--- src/hw/offset_map.svh ---
`ifndef OFFSET_MAP_SVH
`define OFFSET_MAP_SVH

// Link and register widths
`define OFS_BUS_W            18
`define OFS_REG_W            17
`define OFS_DEPTH_W          3
`define OFS_SIG_W            5
`define OFS_SIG_BASE_X9X9    5'd10
`define OFS_SIG_BASE_OTHER   5'd9
`define OFS_NARROW_BITS      5'd8
`define OFS_WIDE_BITS        5'd16
`define OFS_NARROW_CMASK     17'h000ff
`define OFS_WIDE_CMASK       17'h0ffff
`define OFS_ONE              17'h00001
`define OFS_REG_ZERO         17'h00000
`define OFS_BUS_ZERO         18'h00000

// Register select inside a pass
`define OFS_SEL_EMPTY        1'b0
`define OFS_SEL_FULL         1'b1
`define OFS_CHUNK_FIRST      2'd0
`define OFS_CHUNK_STEP       2'd1

// Host controller APB map
`define APB_ADDR_W           12
`define APB_DATA_W           32
`define HOST_CTRL_ADDR       12'h000
`define HOST_AE_ADDR         12'h004
`define HOST_AF_ADDR         12'h008
`define HOST_STATUS_ADDR     12'h00c
`define HOST_CONFIG_ADDR     12'h010
`define HOST_CTRL_WRITE_BIT  0
`define HOST_CTRL_READ_BIT   1
`define HOST_STAT_BUSY_BIT   0
`define HOST_STAT_DONE_BIT   1
`define HOST_CFG_IN_WIDE_BIT 0
`define HOST_CFG_OUT_WIDE_BIT 1
`define HOST_CFG_DEPTH_LO    2
`define HOST_CFG_DEPTH_HI    4
`define HOST_CONFIG_RESET    3'h0
`define APB_WORD_ZERO        32'h00000000

`endif

--- src/hw/offset_pkg.sv ---
`include "offset_map.svh"

package offset_pkg;

	typedef logic [`OFS_REG_W-1:0] ofs_reg_t;
	typedef logic [`OFS_BUS_W-1:0] ofs_bus_t;
	typedef logic [1:0]            ofs_chunk_t;
	typedef logic [`OFS_SIG_W-1:0] ofs_sig_t;

	typedef enum logic [3:0] {
		HOST_IDLE  = 4'b0001,
		HOST_WRITE = 4'b0010,
		HOST_READ  = 4'b0100,
		HOST_DRAIN = 4'b1000
	} host_state_e;

	// Significant offset bits for a bus configuration and depth
	function automatic ofs_sig_t sig_bits(input logic in_wide, input logic out_wide,
		input logic [`OFS_DEPTH_W-1:0] depth);
		ofs_sig_t base;
		base = (!in_wide && !out_wide) ? `OFS_SIG_BASE_X9X9 : `OFS_SIG_BASE_OTHER;
		sig_bits = base + ofs_sig_t'(depth);
	endfunction : sig_bits

	function automatic ofs_reg_t sig_mask(input ofs_sig_t sig);
		sig_mask = (`OFS_ONE << sig) - `OFS_ONE;
	endfunction : sig_mask

	// Index of the last chunk of one register on a port of the given width
	function automatic ofs_chunk_t last_chunk(input ofs_sig_t sig, input logic wide);
		if (wide)
			last_chunk = (sig > `OFS_WIDE_BITS) ? 2'd1 : 2'd0;
		else if (sig > `OFS_WIDE_BITS)
			last_chunk = 2'd2;
		else if (sig > `OFS_NARROW_BITS)
			last_chunk = 2'd1;
		else
			last_chunk = 2'd0;
	endfunction : last_chunk

	function automatic logic [4:0] chunk_shift(input ofs_chunk_t k, input logic wide);
		chunk_shift = wide ? {k[0], 4'h0} : {k, 3'h0};
	endfunction : chunk_shift

	// Places one bus word into its chunk of a register; bits above sig are dropped
	function automatic ofs_reg_t deposit(input ofs_reg_t old, input ofs_bus_t data,
		input ofs_chunk_t k, input logic wide, input ofs_reg_t mask);
		ofs_reg_t cmask;
		ofs_reg_t fmask;
		cmask = wide ? `OFS_WIDE_CMASK : `OFS_NARROW_CMASK;
		fmask = cmask << chunk_shift(k, wide);
		deposit = ((old & ~fmask) | ((data[`OFS_REG_W-1:0] & cmask) << chunk_shift(k, wide)))
			& mask;
	endfunction : deposit

	function automatic ofs_bus_t extract(input ofs_reg_t val, input ofs_chunk_t k,
		input logic wide);
		ofs_reg_t cmask;
		cmask = wide ? `OFS_WIDE_CMASK : `OFS_NARROW_CMASK;
		extract = {1'b0, (val >> chunk_shift(k, wide)) & cmask};
	endfunction : extract

endpackage : offset_pkg

--- src/hw/offset_link_if.sv ---
interface offset_link_if;
	import offset_pkg::*;

	logic     load_select_n;
	logic     write_en_n;
	logic     read_en_n;
	logic     serial_shift_enable_n;
	ofs_bus_t din;
	ofs_bus_t dout;

	modport dev (
		input  load_select_n,
		input  write_en_n,
		input  read_en_n,
		input  serial_shift_enable_n,
		input  din,
		output dout
	);

	modport host (
		output load_select_n,
		output write_en_n,
		output read_en_n,
		output serial_shift_enable_n,
		output din,
		input  dout
	);
endinterface : offset_link_if

--- src/hw/offset_host_ctrl.sv ---
// Local design decisions: the APB register port and the address map.
`include "offset_map.svh"

// How it works
// - x9/x9 offsets use ten to seventeen bits
// - Other bus modes use one bit fewer
// - Bits above the significant width are ignored
// - Deepest x9-in x18-out write takes four cycles
// - Deepest x18-in x9-out read takes four cycles
// - Deepest x9/x9 pass takes six cycles
// - Write strobe loads next offset chunk in order
// - Read strobe presents next offset chunk in order
// - Method chosen only on the first edge after master reset
// - Parallel readback allowed in either method
module offset_host_ctrl
	import offset_pkg::*;
(
	// Clock and reset
	input  wire logic                   pclk,
	input  wire logic                   presetn,
	// APB slave
	input  wire logic                   psel,
	input  wire logic                   penable,
	input  wire logic                   pwrite,
	input  wire logic [`APB_ADDR_W-1:0] paddr,
	input  wire logic [`APB_DATA_W-1:0] pwdata,
	output logic [`APB_DATA_W-1:0]      prdata,
	output logic                        pready,
	output logic                        pslverr,
	// Link to the device
	offset_link_if.host                 link
);

	typedef struct packed {
		host_state_e       st;
		logic              sel;
		ofs_chunk_t        chunk;
		logic              cap_v;
		logic              cap_sel;
		ofs_chunk_t        cap_chunk;
		ofs_reg_t          ae;
		ofs_reg_t          af;
		logic              done;
		logic              in_wide;
		logic              out_wide;
		logic [`OFS_DEPTH_W-1:0] depth;
		logic [`APB_DATA_W-1:0]  prdata;
		logic              load_n;
		logic              wen_n;
		logic              ren_n;
		ofs_bus_t          din;
	} host_state_s;

	host_state_s s_q;
	host_state_s s_d;
	ofs_sig_t    sig;
	ofs_reg_t    mask;
	ofs_chunk_t  wlast;
	ofs_chunk_t  rlast;
	logic        setup;
	logic        access;
	logic        wr_acc;
	logic        mapped;
	logic        start_wr;
	logic        start_rd;
	logic        pass_end;

	function automatic logic is_mapped(input logic [`APB_ADDR_W-1:0] a);
		is_mapped = (a == `HOST_CTRL_ADDR) || (a == `HOST_AE_ADDR) || (a == `HOST_AF_ADDR)
			|| (a == `HOST_STATUS_ADDR) || (a == `HOST_CONFIG_ADDR);
	endfunction : is_mapped

	always_comb begin
		sig      = sig_bits(s_q.in_wide, s_q.out_wide, s_q.depth);
		mask     = sig_mask(sig);
		wlast    = last_chunk(sig, s_q.in_wide);
		rlast    = last_chunk(sig, s_q.out_wide);
		setup    = psel && !penable;
		access   = psel && penable;
		mapped   = is_mapped(paddr);
		wr_acc   = access && pwrite && mapped;
		start_wr = wr_acc && (paddr == `HOST_CTRL_ADDR) && pwdata[`HOST_CTRL_WRITE_BIT];
		start_rd = wr_acc && (paddr == `HOST_CTRL_ADDR) && pwdata[`HOST_CTRL_READ_BIT]
			&& !pwdata[`HOST_CTRL_WRITE_BIT];
		pass_end = (s_q.sel == `OFS_SEL_FULL) && (s_q.chunk == ((s_q.st == HOST_WRITE)
			? wlast : rlast));
		s_d      = s_q;
		s_d.cap_v = 1'b0;

		// Read data registered in the setup cycle
		if (setup) begin
			case (paddr)
				`HOST_AE_ADDR:     s_d.prdata = {15'h0, s_q.ae};
				`HOST_AF_ADDR:     s_d.prdata = {15'h0, s_q.af};
				`HOST_STATUS_ADDR: s_d.prdata = {30'h0, s_q.done, s_q.st != HOST_IDLE};
				`HOST_CONFIG_ADDR: s_d.prdata = {27'h0, s_q.depth, s_q.out_wide,
					s_q.in_wide};
				default:           s_d.prdata = `APB_WORD_ZERO;
			endcase
		end

		if (wr_acc && s_q.st == HOST_IDLE) begin
			case (paddr)
				`HOST_AE_ADDR: s_d.ae = pwdata[`OFS_REG_W-1:0];
				`HOST_AF_ADDR: s_d.af = pwdata[`OFS_REG_W-1:0];
				`HOST_CONFIG_ADDR: begin
					s_d.in_wide  = pwdata[`HOST_CFG_IN_WIDE_BIT];
					s_d.out_wide = pwdata[`HOST_CFG_OUT_WIDE_BIT];
					s_d.depth    = pwdata[`HOST_CFG_DEPTH_HI:`HOST_CFG_DEPTH_LO];
				end
				default: s_d.depth = s_q.depth;
			endcase
		end
		if (wr_acc && paddr == `HOST_STATUS_ADDR && pwdata[`HOST_STAT_DONE_BIT])
			s_d.done = 1'b0;

		// Readback capture: device word is valid the cycle after its strobe edge
		if (s_q.cap_v) begin
			if (s_q.cap_sel == `OFS_SEL_EMPTY)
				s_d.ae = deposit(s_q.ae, link.dout, s_q.cap_chunk, s_q.out_wide, mask);
			else
				s_d.af = deposit(s_q.af, link.dout, s_q.cap_chunk, s_q.out_wide, mask);
		end

		case (s_q.st)
			HOST_IDLE: begin
				s_d.sel   = `OFS_SEL_EMPTY;
				s_d.chunk = `OFS_CHUNK_FIRST;
				if (start_wr) begin
					s_d.st     = HOST_WRITE;
					s_d.load_n = 1'b0;
					s_d.wen_n  = 1'b0;
					s_d.din    = extract(s_q.ae, `OFS_CHUNK_FIRST, s_q.in_wide);
				end else if (start_rd) begin
					s_d.st     = HOST_READ;
					s_d.load_n = 1'b0;
					s_d.ren_n  = 1'b0;
				end
			end
			HOST_WRITE: begin
				if (pass_end) begin
					s_d.st     = HOST_IDLE;
					s_d.load_n = 1'b1;
					s_d.wen_n  = 1'b1;
					s_d.din    = `OFS_BUS_ZERO;
					s_d.done   = 1'b1;
				end else begin
					if (s_q.chunk == wlast) begin
						s_d.sel   = `OFS_SEL_FULL;
						s_d.chunk = `OFS_CHUNK_FIRST;
					end else begin
						s_d.chunk = s_q.chunk + `OFS_CHUNK_STEP;
					end
					s_d.din = extract((s_d.sel == `OFS_SEL_EMPTY) ? s_q.ae : s_q.af,
						s_d.chunk, s_q.in_wide);
				end
			end
			HOST_READ: begin
				s_d.cap_v     = 1'b1;
				s_d.cap_sel   = s_q.sel;
				s_d.cap_chunk = s_q.chunk;
				if (pass_end) begin
					s_d.st     = HOST_DRAIN;
					s_d.load_n = 1'b1;
					s_d.ren_n  = 1'b1;
				end else if (s_q.chunk == rlast) begin
					s_d.sel   = `OFS_SEL_FULL;
					s_d.chunk = `OFS_CHUNK_FIRST;
				end else begin
					s_d.chunk = s_q.chunk + `OFS_CHUNK_STEP;
				end
			end
			HOST_DRAIN: begin
				s_d.st   = HOST_IDLE;
				s_d.done = 1'b1;
			end
			default: begin
				s_d.st     = HOST_IDLE;
				s_d.load_n = 1'b1;
				s_d.wen_n  = 1'b1;
				s_d.ren_n  = 1'b1;
			end
		endcase
	end

	always_ff @(posedge pclk or negedge presetn) begin
		if (!presetn) begin
			s_q        <= '0;
			s_q.st     <= HOST_IDLE;
			s_q.load_n <= 1'b1;
			s_q.wen_n  <= 1'b1;
			s_q.ren_n  <= 1'b1;
		end else begin
			s_q <= s_d;
		end
	end

	assign prdata  = s_q.prdata;
	assign pready  = 1'b1;
	assign pslverr = access && !mapped;

	assign link.load_select_n         = s_q.load_n;
	assign link.write_en_n            = s_q.wen_n;
	assign link.read_en_n             = s_q.ren_n;
	// Parallel method only; the method strap is held at the device and not changed here
	assign link.serial_shift_enable_n = 1'b1;
	assign link.din                   = s_q.din;

endmodule : offset_host_ctrl

--- src/flat_wrapper.sv ---
// flat-port wrapper written by rule: the top's interface ports become plain ports
module offset_host_ctrl_flat import offset_pkg::*;
  (pclk, presetn, psel, penable, pwrite, paddr, pwdata, prdata, pready, pslverr, link_load_select_n, link_write_en_n, link_read_en_n, link_serial_shift_enable_n, link_din, link_dout);
  offset_link_if link_i ();
  input  wire logic pclk;
  input  wire logic presetn;
  input  wire logic psel;
  input  wire logic penable;
  input  wire logic pwrite;
  input  wire logic [`APB_ADDR_W-1:0] paddr;
  input  wire logic [`APB_DATA_W-1:0] pwdata;
  output logic [`APB_DATA_W-1:0] prdata;
  output logic pready;
  output logic pslverr;
  output wire logic [$bits(link_i.load_select_n)-1:0] link_load_select_n;
  output wire logic [$bits(link_i.write_en_n)-1:0] link_write_en_n;
  output wire logic [$bits(link_i.read_en_n)-1:0] link_read_en_n;
  output wire logic [$bits(link_i.serial_shift_enable_n)-1:0] link_serial_shift_enable_n;
  output wire logic [$bits(link_i.din)-1:0] link_din;
  input wire logic [$bits(link_i.dout)-1:0] link_dout;
  assign link_load_select_n = link_i.load_select_n;
  assign link_write_en_n = link_i.write_en_n;
  assign link_read_en_n = link_i.read_en_n;
  assign link_serial_shift_enable_n = link_i.serial_shift_enable_n;
  assign link_din = link_i.din;
  assign link_i.dout = link_dout;
  offset_host_ctrl u_core (.pclk(pclk), .presetn(presetn), .psel(psel), .penable(penable), .pwrite(pwrite), .paddr(paddr), .pwdata(pwdata), .prdata(prdata), .pready(pready), .pslverr(pslverr), .link(link_i));
endmodule
--- config.mk ---
export PLATFORM = sky130hd
export DESIGN_NAME = offset_host_ctrl_flat
export DESIGN_NICKNAME = d
export VERILOG_FILES = /design/src/hw/offset_pkg.sv /design/src/hw/offset_link_if.sv /design/src/hw/offset_host_ctrl.sv /design/src/flat_wrapper.sv
export VERILOG_INCLUDE_DIRS = /design/src /design/src/hw
export SDC_FILE = /design/constraint.sdc
export NUM_CORES = 1
export LEC_CHECK = 0
export BUFFER_PORTS_ARGS = -buffer_cell sky130_fd_sc_hd__buf_2
export CAP_MARGIN = 5
export CORE_ASPECT_RATIO = 0.7
export CORE_MARGIN = 2
export CORE_UTILIZATION = 55
export DETAILED_ROUTE_END_ITERATION = 6
export PLACE_DENSITY = 0.79
export REMOVE_ABC_BUFFERS = 1
export SETUP_SLACK_MARGIN = 0.3
export SYNTH_ARGS = -nofsm -noshare
export SYNTH_HDL_FRONTEND = slang
export SYNTH_SLANG_ARGS = --single-unit
--- constraint.sdc ---
create_clock -name pclk -period 5.3 [get_ports pclk]
set_clock_uncertainty 0.05 [all_clocks]
set_input_delay 0.265 -clock pclk [delete_from_list [all_inputs] [get_ports pclk]]
set_output_delay 0.265 -clock pclk [all_outputs]
set_load 0.1 [all_outputs]
==> reports/results.tsv, run 1 <==
stage	metric	value	unit
run_status	outcome	finished, final reports clean	
floorplanning	starting utilization of the core area	55.88	%
routing	Vias	5982	
sta	setup ws final	897.1	ps
cells_and_area	commonest cells after routing, fill and taps aside	sky130_fd_sc_hd__buf_2 (85), sky130_fd_sc_hd__mux2i_1 (83), sky130_fd_sc_hd__dfrtp_1 (83)	
cells_and_area	fraction of layout instances using a drive strength above 1	21.88	%
place	RePlAce Congestion	0.9117	
worst_setup_path	Critical Path Start	u_core.s_q[57]	
worst_setup_path	slack of the worst reg-to-reg path	900	ps
routing	total detailed-routing wirelength	19500	um
power	PwrDens	218.4	nW/um^2
cells_and_area	utilization after layout	60.89	%
routing	Vias per Instance	6.632	
worst_setup_path	kind of cell adding the most delay to the critical path	adder cells	
worst_setup_path	worst-path cell with the longest stage delay	sky130_fd_sc_hd__dfrtp_1	
cts	htree depth	3	
synthesis	count of yosys warnings during synthesis	0	
cells_and_area	finished layout cell area	7039	sq um
global_routing	global-route wire length before repair	30500	um
cells_and_area	most frequent standard cell in the layout excluding fill and tap cells	sky130_fd_sc_hd__buf_2	
global_routing	initial antenna violation count	0	
synthesis	flip-flop cell with the highest count after synthesis	sky130_fd_sc_hd__dfrtp_1	
worst_setup_path	Reg2Reg Depth	13	
synthesis	proportion of synthesized chip area in sequential cells	33.78	%
worst_setup_path	cell with the most instances on the worst path	sky130_fd_sc_hd__ha_1	
worst_setup_path	CP endpoint kind	register	
sta	worst hold slack	83.23	ps
sta	final clock period utilization by the worst path	83.07	%
sta	Hold Violations, Final	0	
synthesis	number of storage elements in the synthesis netlist	87	
routing	number of iterations in the first detailed-routing pass	6	
power	cell leakage power	3.106	nW
place	Post-Place Cell Area	6679	sq um
sta	transition at the pin with the smallest max-transition slack	1267	ps
worst_setup_path	CP cell instances	inv_1, nand2_1, ha_1, fa_1, ha_1, or3_1, o31ai_1, o21ai_0, o311ai_0, and2_1, buf_4, a21o_1, o221a_2	
cells_and_area	area overhead of the layout relative to synthesis	8.968	%
worst_setup_path	Setup Crit Path Kind	register to register	
floorplanning	Die Outline Area	12640	sq um
routing	initial DRC count	716	
cts	worst-skew pair later-pin latency	340	ps
place	worst setup slack after placement	724.5	ps
power	Max IR drop VDD	0.1573	mV
floorplanning	height of the die	94.68	um
sta	highest clock frequency the design can meet	227.1	MHz
floorplanning	horizontal die dimension	133.5	um
routing	detail-routed net length per standard cell	21.62	um
worst_setup_path	critical register-to-register path startpoint	u_core.s_q[57]	
global_routing	pin count of the biggest net entering global routing	88	
cts	number of clock sinks	87	
worst_setup_path	CP bufs+invs	2	
worst_setup_path	critical path capture point	u_core.link.din[3]	
global_routing	vias in the first global route	5703	
min_path	class of the most critical hold timing path	input pin to asynchronous set/reset pin	
worst_setup_path	Max FO, Critical Path	10	
sta	RSZ-0062 raised after global routing	false	
job	maxcap violations	0	
global_routing	global-route usage over all layers	31.10	%
cts	TritonCTS clock tree	yes	
synthesis	mean instance size in the synthesized netlist	9.137	sq um
cts	Gates resized, CTS repair	0	
worst_setup_path	CP Launch Type	register	
place	Port Buffers	86	
synthesis	proportion of register bits with asynchronous set or reset after synthesis	100.0	%
floorplanning	Ports	123	
synthesis	Syn Std Cell Area	6460	sq um
cells_and_area	nets	813	
worst_setup_path	required arrival time at the worst endpoint	5530	ps
cts	number of CTS-inserted buffers	9	
global_routing	grt total ovfl	0	
floorplanning	number of rows in the core area	33	
sta	setup total negative slack	0	ps
floorplanning	Core ar.	11560	sq um
worst_setup_path	RR Endpoint	u_core.link.din[3]	
worst_setup_path	number of cells on the critical path	13	
place	HPWL Detailed	13400	um
cts	Reg clk slew, reported paths	60	ps
synthesis	count of flip-flops with a built-in enable after synthesis	0	
cts	root cell of the clock tree	sky130_fd_sc_hd__clkbuf_16	
sta	worst rel slew slack	15.56	%
worst_setup_path	data arrival time of the worst path	4630	ps
synthesis	Post-Syn Instances	707	
cts	clk buf depth	2	
sta	minimum period implied by the final worst setup slack	4403	ps
routing	remaining design rule violation count	0	
synthesis	count of cell types in the netlist	69	
sta	total count of max-transition violations in the final report	0	
cells_and_area	number of antenna repair diodes	0	
worst_setup_path	longest individual stage delay on the worst path	500	ps
sta	Final Setup Violations	0	
routing	final antenna-violating net count	0	
==> area by class of cell <==
| type | count | area, sq um |
|---|---|---|
| multi-input combinational | 515 | 3661 |
| sequential | 87 | 2182 |
| fill | 993 | 4522 |
| clock buffer | 10 | 229.0 |
| tap | 157 | 196.4 |
| timing repair buffer | 106 | 583.1 |
| inverter | 21 | 78.83 |
| clock inverter | 6 | 108.9 |
==> registers in the layout, summed over array words and instances (netlist names) <==
register and flops:
u_core.prdata 17, u_core.link.din 16, u_core.s_q 51, u_core.link.load_select_n 1, u_core.link.read_en_n 1, u_core.link.write_en_n 1
==> stage by stage <==
stage | instances | power (W)
after global placement | 883 | 0.0008153
after detailed placement | 883 | 0.0008194
after CTS | 899 | 0.001536
after global routing | 902 | 0.001575
after floorplan | 623 | 0.0007707
final | 902 | 0.001538
==> report_power, final <==
part           internal [W]  total, W  leakage (nW)  switching, W
registers          0.000668  0.000673          1.12    0.00000520
clock network      0.000460  0.000728         0.166      0.000268
logic             0.0000278  0.000136          1.82      0.000109
total               0.00116   0.00154          3.11      0.000382
==> what timing repair did <==
action	in CTS	in global routing
setup endpoints to repair	0	1
hold buffers	0	0
buffers inserted	0	3
endpoints found under the hold margin	0	0
==> synth_stat cells, types with 3 or more instances <==
library cell	number	area, sq um
sky130_fd_sc_hd__dfrtp_1	83	2077
sky130_fd_sc_hd__mux2i_1	83	830.8
sky130_fd_sc_hd__a21oi_1	59	295.3
sky130_fd_sc_hd__buf_4	56	420.4
sky130_fd_sc_hd__o21ai_0	50	250.2
sky130_fd_sc_hd__nor2_1	40	150.1
sky130_fd_sc_hd__a22o_1	34	297.8
sky130_fd_sc_hd__clkbuf_1	34	127.6
sky130_fd_sc_hd__nand2_1	27	101.4
sky130_fd_sc_hd__inv_1	20	75.07
sky130_fd_sc_hd__or3_1	20	125.1
sky130_fd_sc_hd__nand3_1	13	65.06
sky130_fd_sc_hd__a21o_1	11	82.58
sky130_fd_sc_hd__mux2_2	11	123.9
sky130_fd_sc_hd__o211ai_1	11	82.58
sky130_fd_sc_hd__o21a_1	11	82.58
sky130_fd_sc_hd__nand2b_1	10	62.56
sky130_fd_sc_hd__nor3_1	9	45.04
sky130_fd_sc_hd__a2bb2oi_1	8	70.07
sky130_fd_sc_hd__nand4_1	8	50.05
sky130_fd_sc_hd__buf_2	7	35.03
sky130_fd_sc_hd__o221a_2	7	78.83
sky130_fd_sc_hd__a211oi_1	6	45.04
sky130_fd_sc_hd__a22oi_1	5	37.54
sky130_fd_sc_hd__a31oi_1	5	31.28
sky130_fd_sc_hd__ha_1	5	62.56
sky130_fd_sc_hd__nor2b_1	5	31.28
sky130_fd_sc_hd__dfstp_2	4	105.1
sky130_fd_sc_hd__nor4_1	4	25.02
sky130_fd_sc_hd__o2bb2ai_1	4	35.03
sky130_fd_sc_hd__a222oi_1	3	30.03
sky130_fd_sc_hd__and2_1	3	18.77
==> metal layers <==
layer	global-route usage [%]	vias to the layer above	part of all wire, %
met5	0	-	0
met4	9.752	0	2.1
met3	6.065	53	11
met2	50.30	407	45
met1	42.52	2890	42
li1	-	2632	-
==> worst register-to-register path: cells and delay by family (launching register included) <==
family	cells	cell delay, ps
flip-flops	1	500
adder cells (fa/ha/maj)	3	1180
AND/OR/NAND/NOR	3	1060
AO/OA/AOI/OAI	5	1060
buffers and inverters	2	490
==> worst min-delay path by stage <==
stage,start,end,cells after the start
after floorplan,presetn,u_core.link.din[0],0
after global placement,u_core.prdata[11],u_core.prdata[11],1
after detailed placement,u_core.prdata[3],u_core.prdata[3],1
after CTS,presetn,u_core.link.din[13],1
after global routing,presetn,u_core.prdata[13],1
final,presetn,u_core.prdata[13],1
==> kinds of logic after synthesis <==
kind of cell,count (synthesis),synth area share (%)
XOR/XNOR,2,0.2712
flip-flops,87,33.78
adder cells (fa/ha/maj),6,1.278
buffers and inverters,122,10.71
multiplexers,95,15.01
AO/OA/AOI/OAI,232,24.56
other,2,0.1163
AND/OR/NAND/NOR,161,14.27
(Power assumes the default switching activity.)
==> run 2: changes to the inputs <==
==> constraint.sdc (replaced) <==
create_clock -name pclk -period 4.6 [get_ports pclk]
set_clock_uncertainty 0.05 [all_clocks]
set_input_delay 0.23 -clock pclk [delete_from_list [all_inputs] [get_ports pclk]]
set_output_delay 0.23 -clock pclk [all_outputs]
set_load 0.1 [all_outputs]
==> run 2 against run 1 <==
Effect of this change:
- register-to-register slack lost 340 ps
- cell count grew 0.44%
- count of clock-buffer cells in the layout grew 2
- power grew 8.5%
- combinational power grew 15%
- critical path depth shrank 1
- utilization is essentially flat
- maximum frequency grew 9.0%
- critical path type unchanged
==> reports/results.tsv, run 2 (synthesized netlist as in run 1, its figures left out) <==
stage	metric	value	unit	change
run_status	outcome	finished, final reports clean		
global_routing	global-route wire length before repair	29150	um	-4.4%
worst_setup_path	Setup Crit Path Kind	register to register		
sta	setup ws final	560.6	ps	-336.6 ps
routing	Vias	5870		-1.9%
cts	number of clock sinks	87		unchanged
cells_and_area	flip-flop count of the largest register, all copies and words added	51		unchanged
cts	worst-skew pair later-pin latency	340	ps	about the same
floorplanning	number of rows in the core area	33		unchanged
global_routing	global-route usage over all layers	30.11	%	-0.99 points
global_routing	pin count of the biggest net entering global routing	88		unchanged
routing	number of iterations in the first detailed-routing pass	6		unchanged
sta	highest clock frequency the design can meet	247.6	MHz	+9.0%
routing	detail-routed net length per standard cell	20.93	um	-3.2%
power	total power	0.001668	W	+8.5%
global_routing	grt total ovfl	0		unchanged
worst_setup_path	CP endpoint kind	register		
routing	Vias per Instance	6.479		-2.3%
sta	worst rel slew slack	19.66	%	+4.1 points
worst_setup_path	data arrival time of the worst path	4220	ps	-410 ps
worst_setup_path	slack of the worst reg-to-reg path	560	ps	-340 ps
place	RePlAce Congestion	0.9325		+2.3%
cells_and_area	area overhead of the layout relative to synthesis	9.006	%	about the same
floorplanning	Die Outline Area	12640	sq um	unchanged
cts	htree depth	3		unchanged
floorplanning	starting utilization of the core area	55.88	%	unchanged
cells_and_area	non-filler instance count after layout	906		+0.44%
routing	final antenna-violating net count	0		unchanged
routing	initial DRC count	659		-8.0%
worst_setup_path	Max FO, Critical Path	8		-2
sta	worst hold slack	34.62	ps	-48.62 ps
sta	Final Setup Violations	0		unchanged
floorplanning	horizontal die dimension	133.5	um	unchanged
cells_and_area	utilization after layout	60.91	%	about the same
global_routing	initial antenna violation count	0		unchanged
cts	clk buf depth	2		unchanged
power	Max IR drop VDD	0.1772	mV	+13%
job	maxcap violations	0		unchanged
floorplanning	Ports	123		unchanged
cells_and_area	nets	818		+0.62%
sta	minimum period implied by the final worst setup slack	4039	ps	-363.4 ps
cells_and_area	largest register by flop count	u_core.s_q		
sta	final clock period utilization by the worst path	87.81	%	+4.7 points
routing	total detailed-routing wirelength	18970	um	-2.7%
cells_and_area	commonest cells after routing, fill and taps aside	sky130_fd_sc_hd__buf_2 (85), sky130_fd_sc_hd__mux2i_1 (83), sky130_fd_sc_hd__dfrtp_1 (83)		
cts	TritonCTS clock tree	yes		
sta	total count of max-transition violations in the final report	0		unchanged
floorplanning	Core ar.	11560	sq um	unchanged
routing	remaining design rule violation count	0		unchanged
worst_setup_path	required arrival time at the worst endpoint	4780	ps	-750 ps
power	PwrDens	236.9	nW/um^2	+8.5%
cts	Reg clk slew, reported paths	60	ps	about the same
sta	Hold Violations, Final	0		unchanged
place	worst setup slack after placement	400.9	ps	-323.6 ps
cells_and_area	most frequent standard cell in the layout excluding fill and tap cells	sky130_fd_sc_hd__buf_2		
place	Cells after DPL	888		+0.57%
power	cell leakage power	3.109	nW	about the same
cts	root cell of the clock tree	sky130_fd_sc_hd__clkbuf_16		
sta	RSZ-0062 raised after global routing	false		
cells_and_area	number of antenna repair diodes	0		unchanged
global_routing	vias in the first global route	5509		-3.4%
place	HPWL Detailed	13320	um	-0.64%
cells_and_area	fraction of layout instances using a drive strength above 1	22.30	%	+0.42 points
sta	transition at the pin with the smallest max-transition slack	1205	ps	-61.50 ps
worst_setup_path	CP Launch Type	register		
cts	number of CTS-inserted buffers	9		unchanged
place	Port Buffers	86		unchanged
floorplanning	height of the die	94.68	um	unchanged
min_path	class of the most critical hold timing path	input pin to asynchronous set/reset pin		
-- run 2: cell count changes in the layout (fill, tap and decap cells not counted) --
cell and change:
sky130_fd_sc_hd__bufinv_16 -2, sky130_fd_sc_hd__buf_6 +1, sky130_fd_sc_hd__clkbuf_8 +2, sky130_fd_sc_hd__buf_4 +4, sky130_fd_sc_hd__clkinv_2 -1, sky130_fd_sc_hd__clkinv_4 -1, sky130_fd_sc_hd__clkinvlp_4 +1
-- run 2: area by class of cell --
class	instances	area, sq um
fillers	984	4519
multi-input cells	515	3661
flip-flops and latches	87	2182
repair buffers	111	624.3
clock buffers	12	256.5
well taps	157	196.4
inverters	21	78.83
clock inverters	3	42.54
-- run 2: power breakdown --
group / leakage, nW / total (W) / internal (W) / switching, W
Sequential: 1.12 / 0.000775 / 0.000770 / 0.00000552
Combinational: 1.84 / 0.000157 / 0.0000319 / 0.000125
Clock: 0.145 / 0.000736 / 0.000446 / 0.000290
-- run 2: final timing paths --
path                                   start            endpoint  cells after the start
max in group asynchronous            presetn      u_core.s_q[93]                      1
max                           u_core.s_q[57]  u_core.link.din[7]                     12
min                                  presetn    u_core.prdata[5]                      1
max reg2reg                   u_core.s_q[57]  u_core.link.din[7]                     12
min reg2reg                u_core.prdata[16]   u_core.prdata[16]                      1
min in group pclk                  pwdata[4]      u_core.s_q[55]                      3
-- run 2: worst max-delay path, stage by stage, from the launching register on --
cell and delay, ps:
sky130_fd_sc_hd__dfrtp_1 390, sky130_fd_sc_hd__inv_1 210, sky130_fd_sc_hd__nand2_1 120, sky130_fd_sc_hd__ha_1 250, sky130_fd_sc_hd__fa_1 440, sky130_fd_sc_hd__ha_1 370, sky130_fd_sc_hd__or3_1 480, sky130_fd_sc_hd__a2111o_1 460
sky130_fd_sc_hd__o41ai_1 160, sky130_fd_sc_hd__or4_1 360, sky130_fd_sc_hd__mux2i_1 300, sky130_fd_sc_hd__mux2i_1 110, sky130_fd_sc_hd__o221a_2 230
-- run 2: layer usage --
| metal | global-route usage, % | vias up | share of wire (%) | wire length [um] |
|---|---|---|---|---|
| met3 | 9.018 | 53 | 13 | 2399 |
| met1 | 40.72 | 2820 | 41 | 7870 |
| met4 | 13.56 | 0 | 2.4 | 461 |
| li1 | - | 2640 | - | - |
| met2 | 44.72 | 357 | 43 | 8234 |
| met5 | 0 | - | 0 | 0 |
-- run 2: what timing repair did --
action / in CTS / in global routing
setup buffers: 0 / 3
resized for setup: 0 / 1
endpoints found under the setup margin: 0 / 8
hold buffers: 0 / 0
-- run 2: through the flow --
step	TNS, ps	cell area (sq um)
6_report	0	7042
5_1_grt	0	7042
4_1_cts	0	7015
3_5_place_dp	0	6716
3_3_place_gp	0	6716
2_1_floorplan	-537.5	5911
==> run 3: changes to the inputs <==
--- a/config.mk
+++ b/config.mk
@@ -12,7 +12,8 @@
 export CORE_MARGIN = 2
 export CORE_UTILIZATION = 55
 export DETAILED_ROUTE_END_ITERATION = 6
-export PLACE_DENSITY = 0.79
+export MAX_ROUTING_LAYER = met4
+export PLACE_DENSITY = 0.87
 export REMOVE_ABC_BUFFERS = 1
 export SETUP_SLACK_MARGIN = 0.3
 export SYNTH_ARGS = -nofsm -noshare
==> run 3 against run 2 <==
Effect of this change:
- power grew 2.4%
- worst setup slack lost 110 ps
- hold slack gained 5.1 ps
- clock power grew 5.6%
- register-to-register slack lost 110 ps
- final area grew 0.84%
- maximum frequency shrank 2.7%
- sequential cell count is the same
- first-iteration DRC count grew 53%
- highest routed layer unchanged
==> reports/results.tsv, run 3 (synthesized netlist as in run 1, its figures left out) <==
stage	metric	value	unit	change
run_status	outcome	finished, final reports clean		
floorplanning	height of the die	94.68	um	unchanged
floorplanning	Ports	123		unchanged
worst_setup_path	kind of cell adding the most delay to the critical path	adder cells		
cells_and_area	largest register by flop count	u_core.s_q		
worst_setup_path	CP bufs+invs	2		+1
cells_and_area	nets	822		+0.49%
routing	number of iterations in the first detailed-routing pass	6		unchanged
sta	final clock period utilization by the worst path	90.29	%	+2.5 points
global_routing	vias in the first global route	5413		-1.7%
place	Post-Place Cell Area	6724	sq um	+0.11%
place	Cells after DPL	889		+0.11%
power	cell leakage power	3.146	nW	+1.2%
sta	Final Setup Violations	0		unchanged
place	HPWL Detailed	12600	um	-5.4%
power	Max IR drop VDD	0.1530	mV	-14%
global_routing	global-route usage over all layers	30.39	%	+0.28 points
global_routing	initial antenna violation count	0		unchanged
floorplanning	Core ar.	11560	sq um	unchanged
sta	transition at the pin with the smallest max-transition slack	1232	ps	+27.22 ps
floorplanning	starting utilization of the core area	55.88	%	unchanged
cts	htree depth	3		unchanged
job	maxcap violations	0		unchanged
sta	total count of max-transition violations in the final report	0		unchanged
floorplanning	Die Outline Area	12640	sq um	unchanged
sta	RSZ-0062 raised after global routing	false		
power	relative contribution of sequential cells to total power	45.4	%	-1.1 points
routing	final antenna-violating net count	0		unchanged
routing	Vias per Instance	6.566		+1.3%
sta	highest clock frequency the design can meet	240.8	MHz	-2.7%
worst_setup_path	cell with the most instances on the worst path	sky130_fd_sc_hd__ha_1		
routing	initial DRC count	1011		+53%
worst_setup_path	CP cell instances	inv_1, nand2_1, ha_1, fa_1, ha_1, buf_4, nor2_1, nand3_1, ha_1, nor3_1, a31oi_1, o21ai_0, a21oi_1, a21oi_1		
global_routing	global-route wire length before repair	28590	um	-1.9%
sta	Hold Violations, Final	0		unchanged
global_routing	pin count of the biggest net entering global routing	88		unchanged
routing	detail-routed net length per standard cell	20.76	um	-0.84%
cts	Reg clk slew, reported paths	70	ps	about the same
worst_setup_path	CP endpoint kind	register		
cells_and_area	finished layout cell area	7101	sq um	+0.84%
worst_setup_path	worst-path cell with the longest stage delay	sky130_fd_sc_hd__dfrtp_1		
cells_and_area	most frequent standard cell in the layout excluding fill and tap cells	sky130_fd_sc_hd__buf_2		
power	power share of the clock group	45.5	%	+1.4 points
power	Sw Share	27.05	%	+1.9 points
worst_setup_path	Max FO, Critical Path	14		+6
cts	root cell of the clock tree	sky130_fd_sc_hd__clkbuf_16		
cells_and_area	fill count	940		-4.5%
min_path	class of the most critical hold timing path	input pin to asynchronous set/reset pin		
power	Internal Pwr Total	0.001246	W	-0.13%
place	Port Buffers	86		unchanged
cells_and_area	area overhead of the layout relative to synthesis	9.917	%	
power	fraction of power consumed by combinational cells	9.2	%	-0.2 points
routing	Vias	5982		+1.9%
cts	number of CTS-inserted buffers	9		unchanged
cts	TritonCTS clock tree	yes		
cts	clk buf depth	2		unchanged
cts	number of clock sinks	87		unchanged
worst_setup_path	Setup Crit Path Kind	register to register		
place	RePlAce Congestion	0.9537		+2.3%
cts	worst-skew pair later-pin latency	350	ps	about the same
routing	total detailed-routing wirelength	18910	um	-0.30%
worst_setup_path	longest individual stage delay on the worst path	510	ps	+30 ps
cells_and_area	flip-flop count of the largest register, all copies and words added	51		unchanged
sta	minimum period implied by the final worst setup slack	4154	ps	+114.1 ps
cells_and_area	non-filler instance count after layout	911		+0.55%
worst_setup_path	required arrival time at the worst endpoint	4810	ps	+30 ps
floorplanning	number of rows in the core area	33		unchanged
power	NetSw	0.0004621	W	+10%
global_routing	grt total ovfl	0		unchanged
routing	remaining design rule violation count	0		unchanged
cells_and_area	number of antenna repair diodes	0		unchanged
power	total power	0.001709	W	+2.4%
power	PwrDens	240.6	nW/um^2	+1.6%
cells_and_area	fraction of layout instances using a drive strength above 1	23.47	%	+1.2 points
worst_setup_path	data arrival time of the worst path	4360	ps	+140 ps
worst_setup_path	CP Launch Type	register		
floorplanning	horizontal die dimension	133.5	um	unchanged
cells_and_area	commonest cells after routing, fill and taps aside	sky130_fd_sc_hd__buf_2 (85), sky130_fd_sc_hd__mux2i_1 (83), sky130_fd_sc_hd__dfrtp_1 (83)		
sta	worst rel slew slack	17.84	%	-1.8 points
## run 3: changes by cell type in the layout (fill, tap and decap cells not counted), sizes merged
cell,delta
clkinv,+1
clkinvlp,-1
inv,+3
clkbuf,-2
nor3,+1
buf,+3
## run 3: path summary, 6_finish.rpt
| path | from | end | slack, ps | cells after the start |
|---|---|---|---|---|
| max in group asynchronous | presetn | u_core.s_q[96] | 3740 | 1 |
| worst min-delay path | presetn | u_core.prdata[4] | 40 | 1 |
| worst max-delay path | u_core.s_q[57] | u_core.s_q[71] | 450 | 14 |
| min in group pclk | pwdata[4] | u_core.s_q[55] | 100 | 3 |
| worst max register to register | u_core.s_q[57] | u_core.s_q[71] | 450 | 14 |
| worst min register to register | u_core.prdata[13] | u_core.prdata[13] | 450 | 1 |
## run 3: layer usage
metal	vias to the layer above	routed length, um	share of wire (%)	GRT usage [%]
met5	-	0	0	-
met4	0	558	3.0	12.94
met3	60	2395	13	7.246
met2	476	8230	44	44.37
met1	2802	7724	41	40.62
li1	2644	-	-	-
## run 3: timing repair
item	CTS	global route
hold endpoints to repair	0	0
setup buffers	0	5
hold buffers	0	0
endpoints found under the setup margin	0	21
gates resized for setup	0	5
## run 3: power by group through the flow
stage,Clock [W],Sequential [W],Combinational (W)
after CTS,0.000782,0.000775,0.000155
after detailed placement,0,0.000789,0.000154
after global placement,0,0.000788,0.000152
after floorplan,0,0.000789,0.0000992
after global routing,0.000823,0.000775,0.000166
final,0.000777,0.000775,0.000157
## run 3: layout make-up
| type | instances | area [sq um] | share of cell area, % |
|---|---|---|---|
| multi-input combinational | 516 | 3685 | 51.89 |
| sequential | 87 | 2182 | 30.73 |
| timing repair buffer | 114 | 643.1 | 9.057 |
| clock buffer | 10 | 239.0 | 3.366 |
| tap | 157 | 196.4 | 2.767 |
| inverter | 21 | 78.83 | 1.110 |
| clock inverter | 6 | 76.32 | 1.075 |
## run 3: per-stage QoR
| step | setup WS, ps | hold WS, ps | utilization [%] | setup TNS [ps] |
|---|---|---|---|---|
| detailed placement | 364.0 | 439.4 | 58.16 | 0 |
| global route | 312.9 | 108.4 | 61.42 | 0 |
| finish | 446.5 | 39.77 | 61.42 | 0 |
| floorplan | -139.0 | -115.6 | - | -537.5 |
| global placement | 447.1 | 434.2 | 58.16 | 0 |
| CTS | 318.8 | 77.54 | 60.89 | 0 |
## run 3: worst register-to-register path, cell delays in order, from the launching register on
cell                      delay (ps)
sky130_fd_sc_hd__dfrtp_1         510
sky130_fd_sc_hd__inv_1           240
sky130_fd_sc_hd__nand2_1         110
sky130_fd_sc_hd__ha_1            250
sky130_fd_sc_hd__fa_1            450
sky130_fd_sc_hd__ha_1            420
sky130_fd_sc_hd__buf_4           220
sky130_fd_sc_hd__nor2_1          170
sky130_fd_sc_hd__nand3_1         110
sky130_fd_sc_hd__ha_1            390
sky130_fd_sc_hd__nor3_1          350
sky130_fd_sc_hd__a31oi_1         130
sky130_fd_sc_hd__o21ai_0         380
sky130_fd_sc_hd__a21oi_1         120
sky130_fd_sc_hd__a21oi_1         170
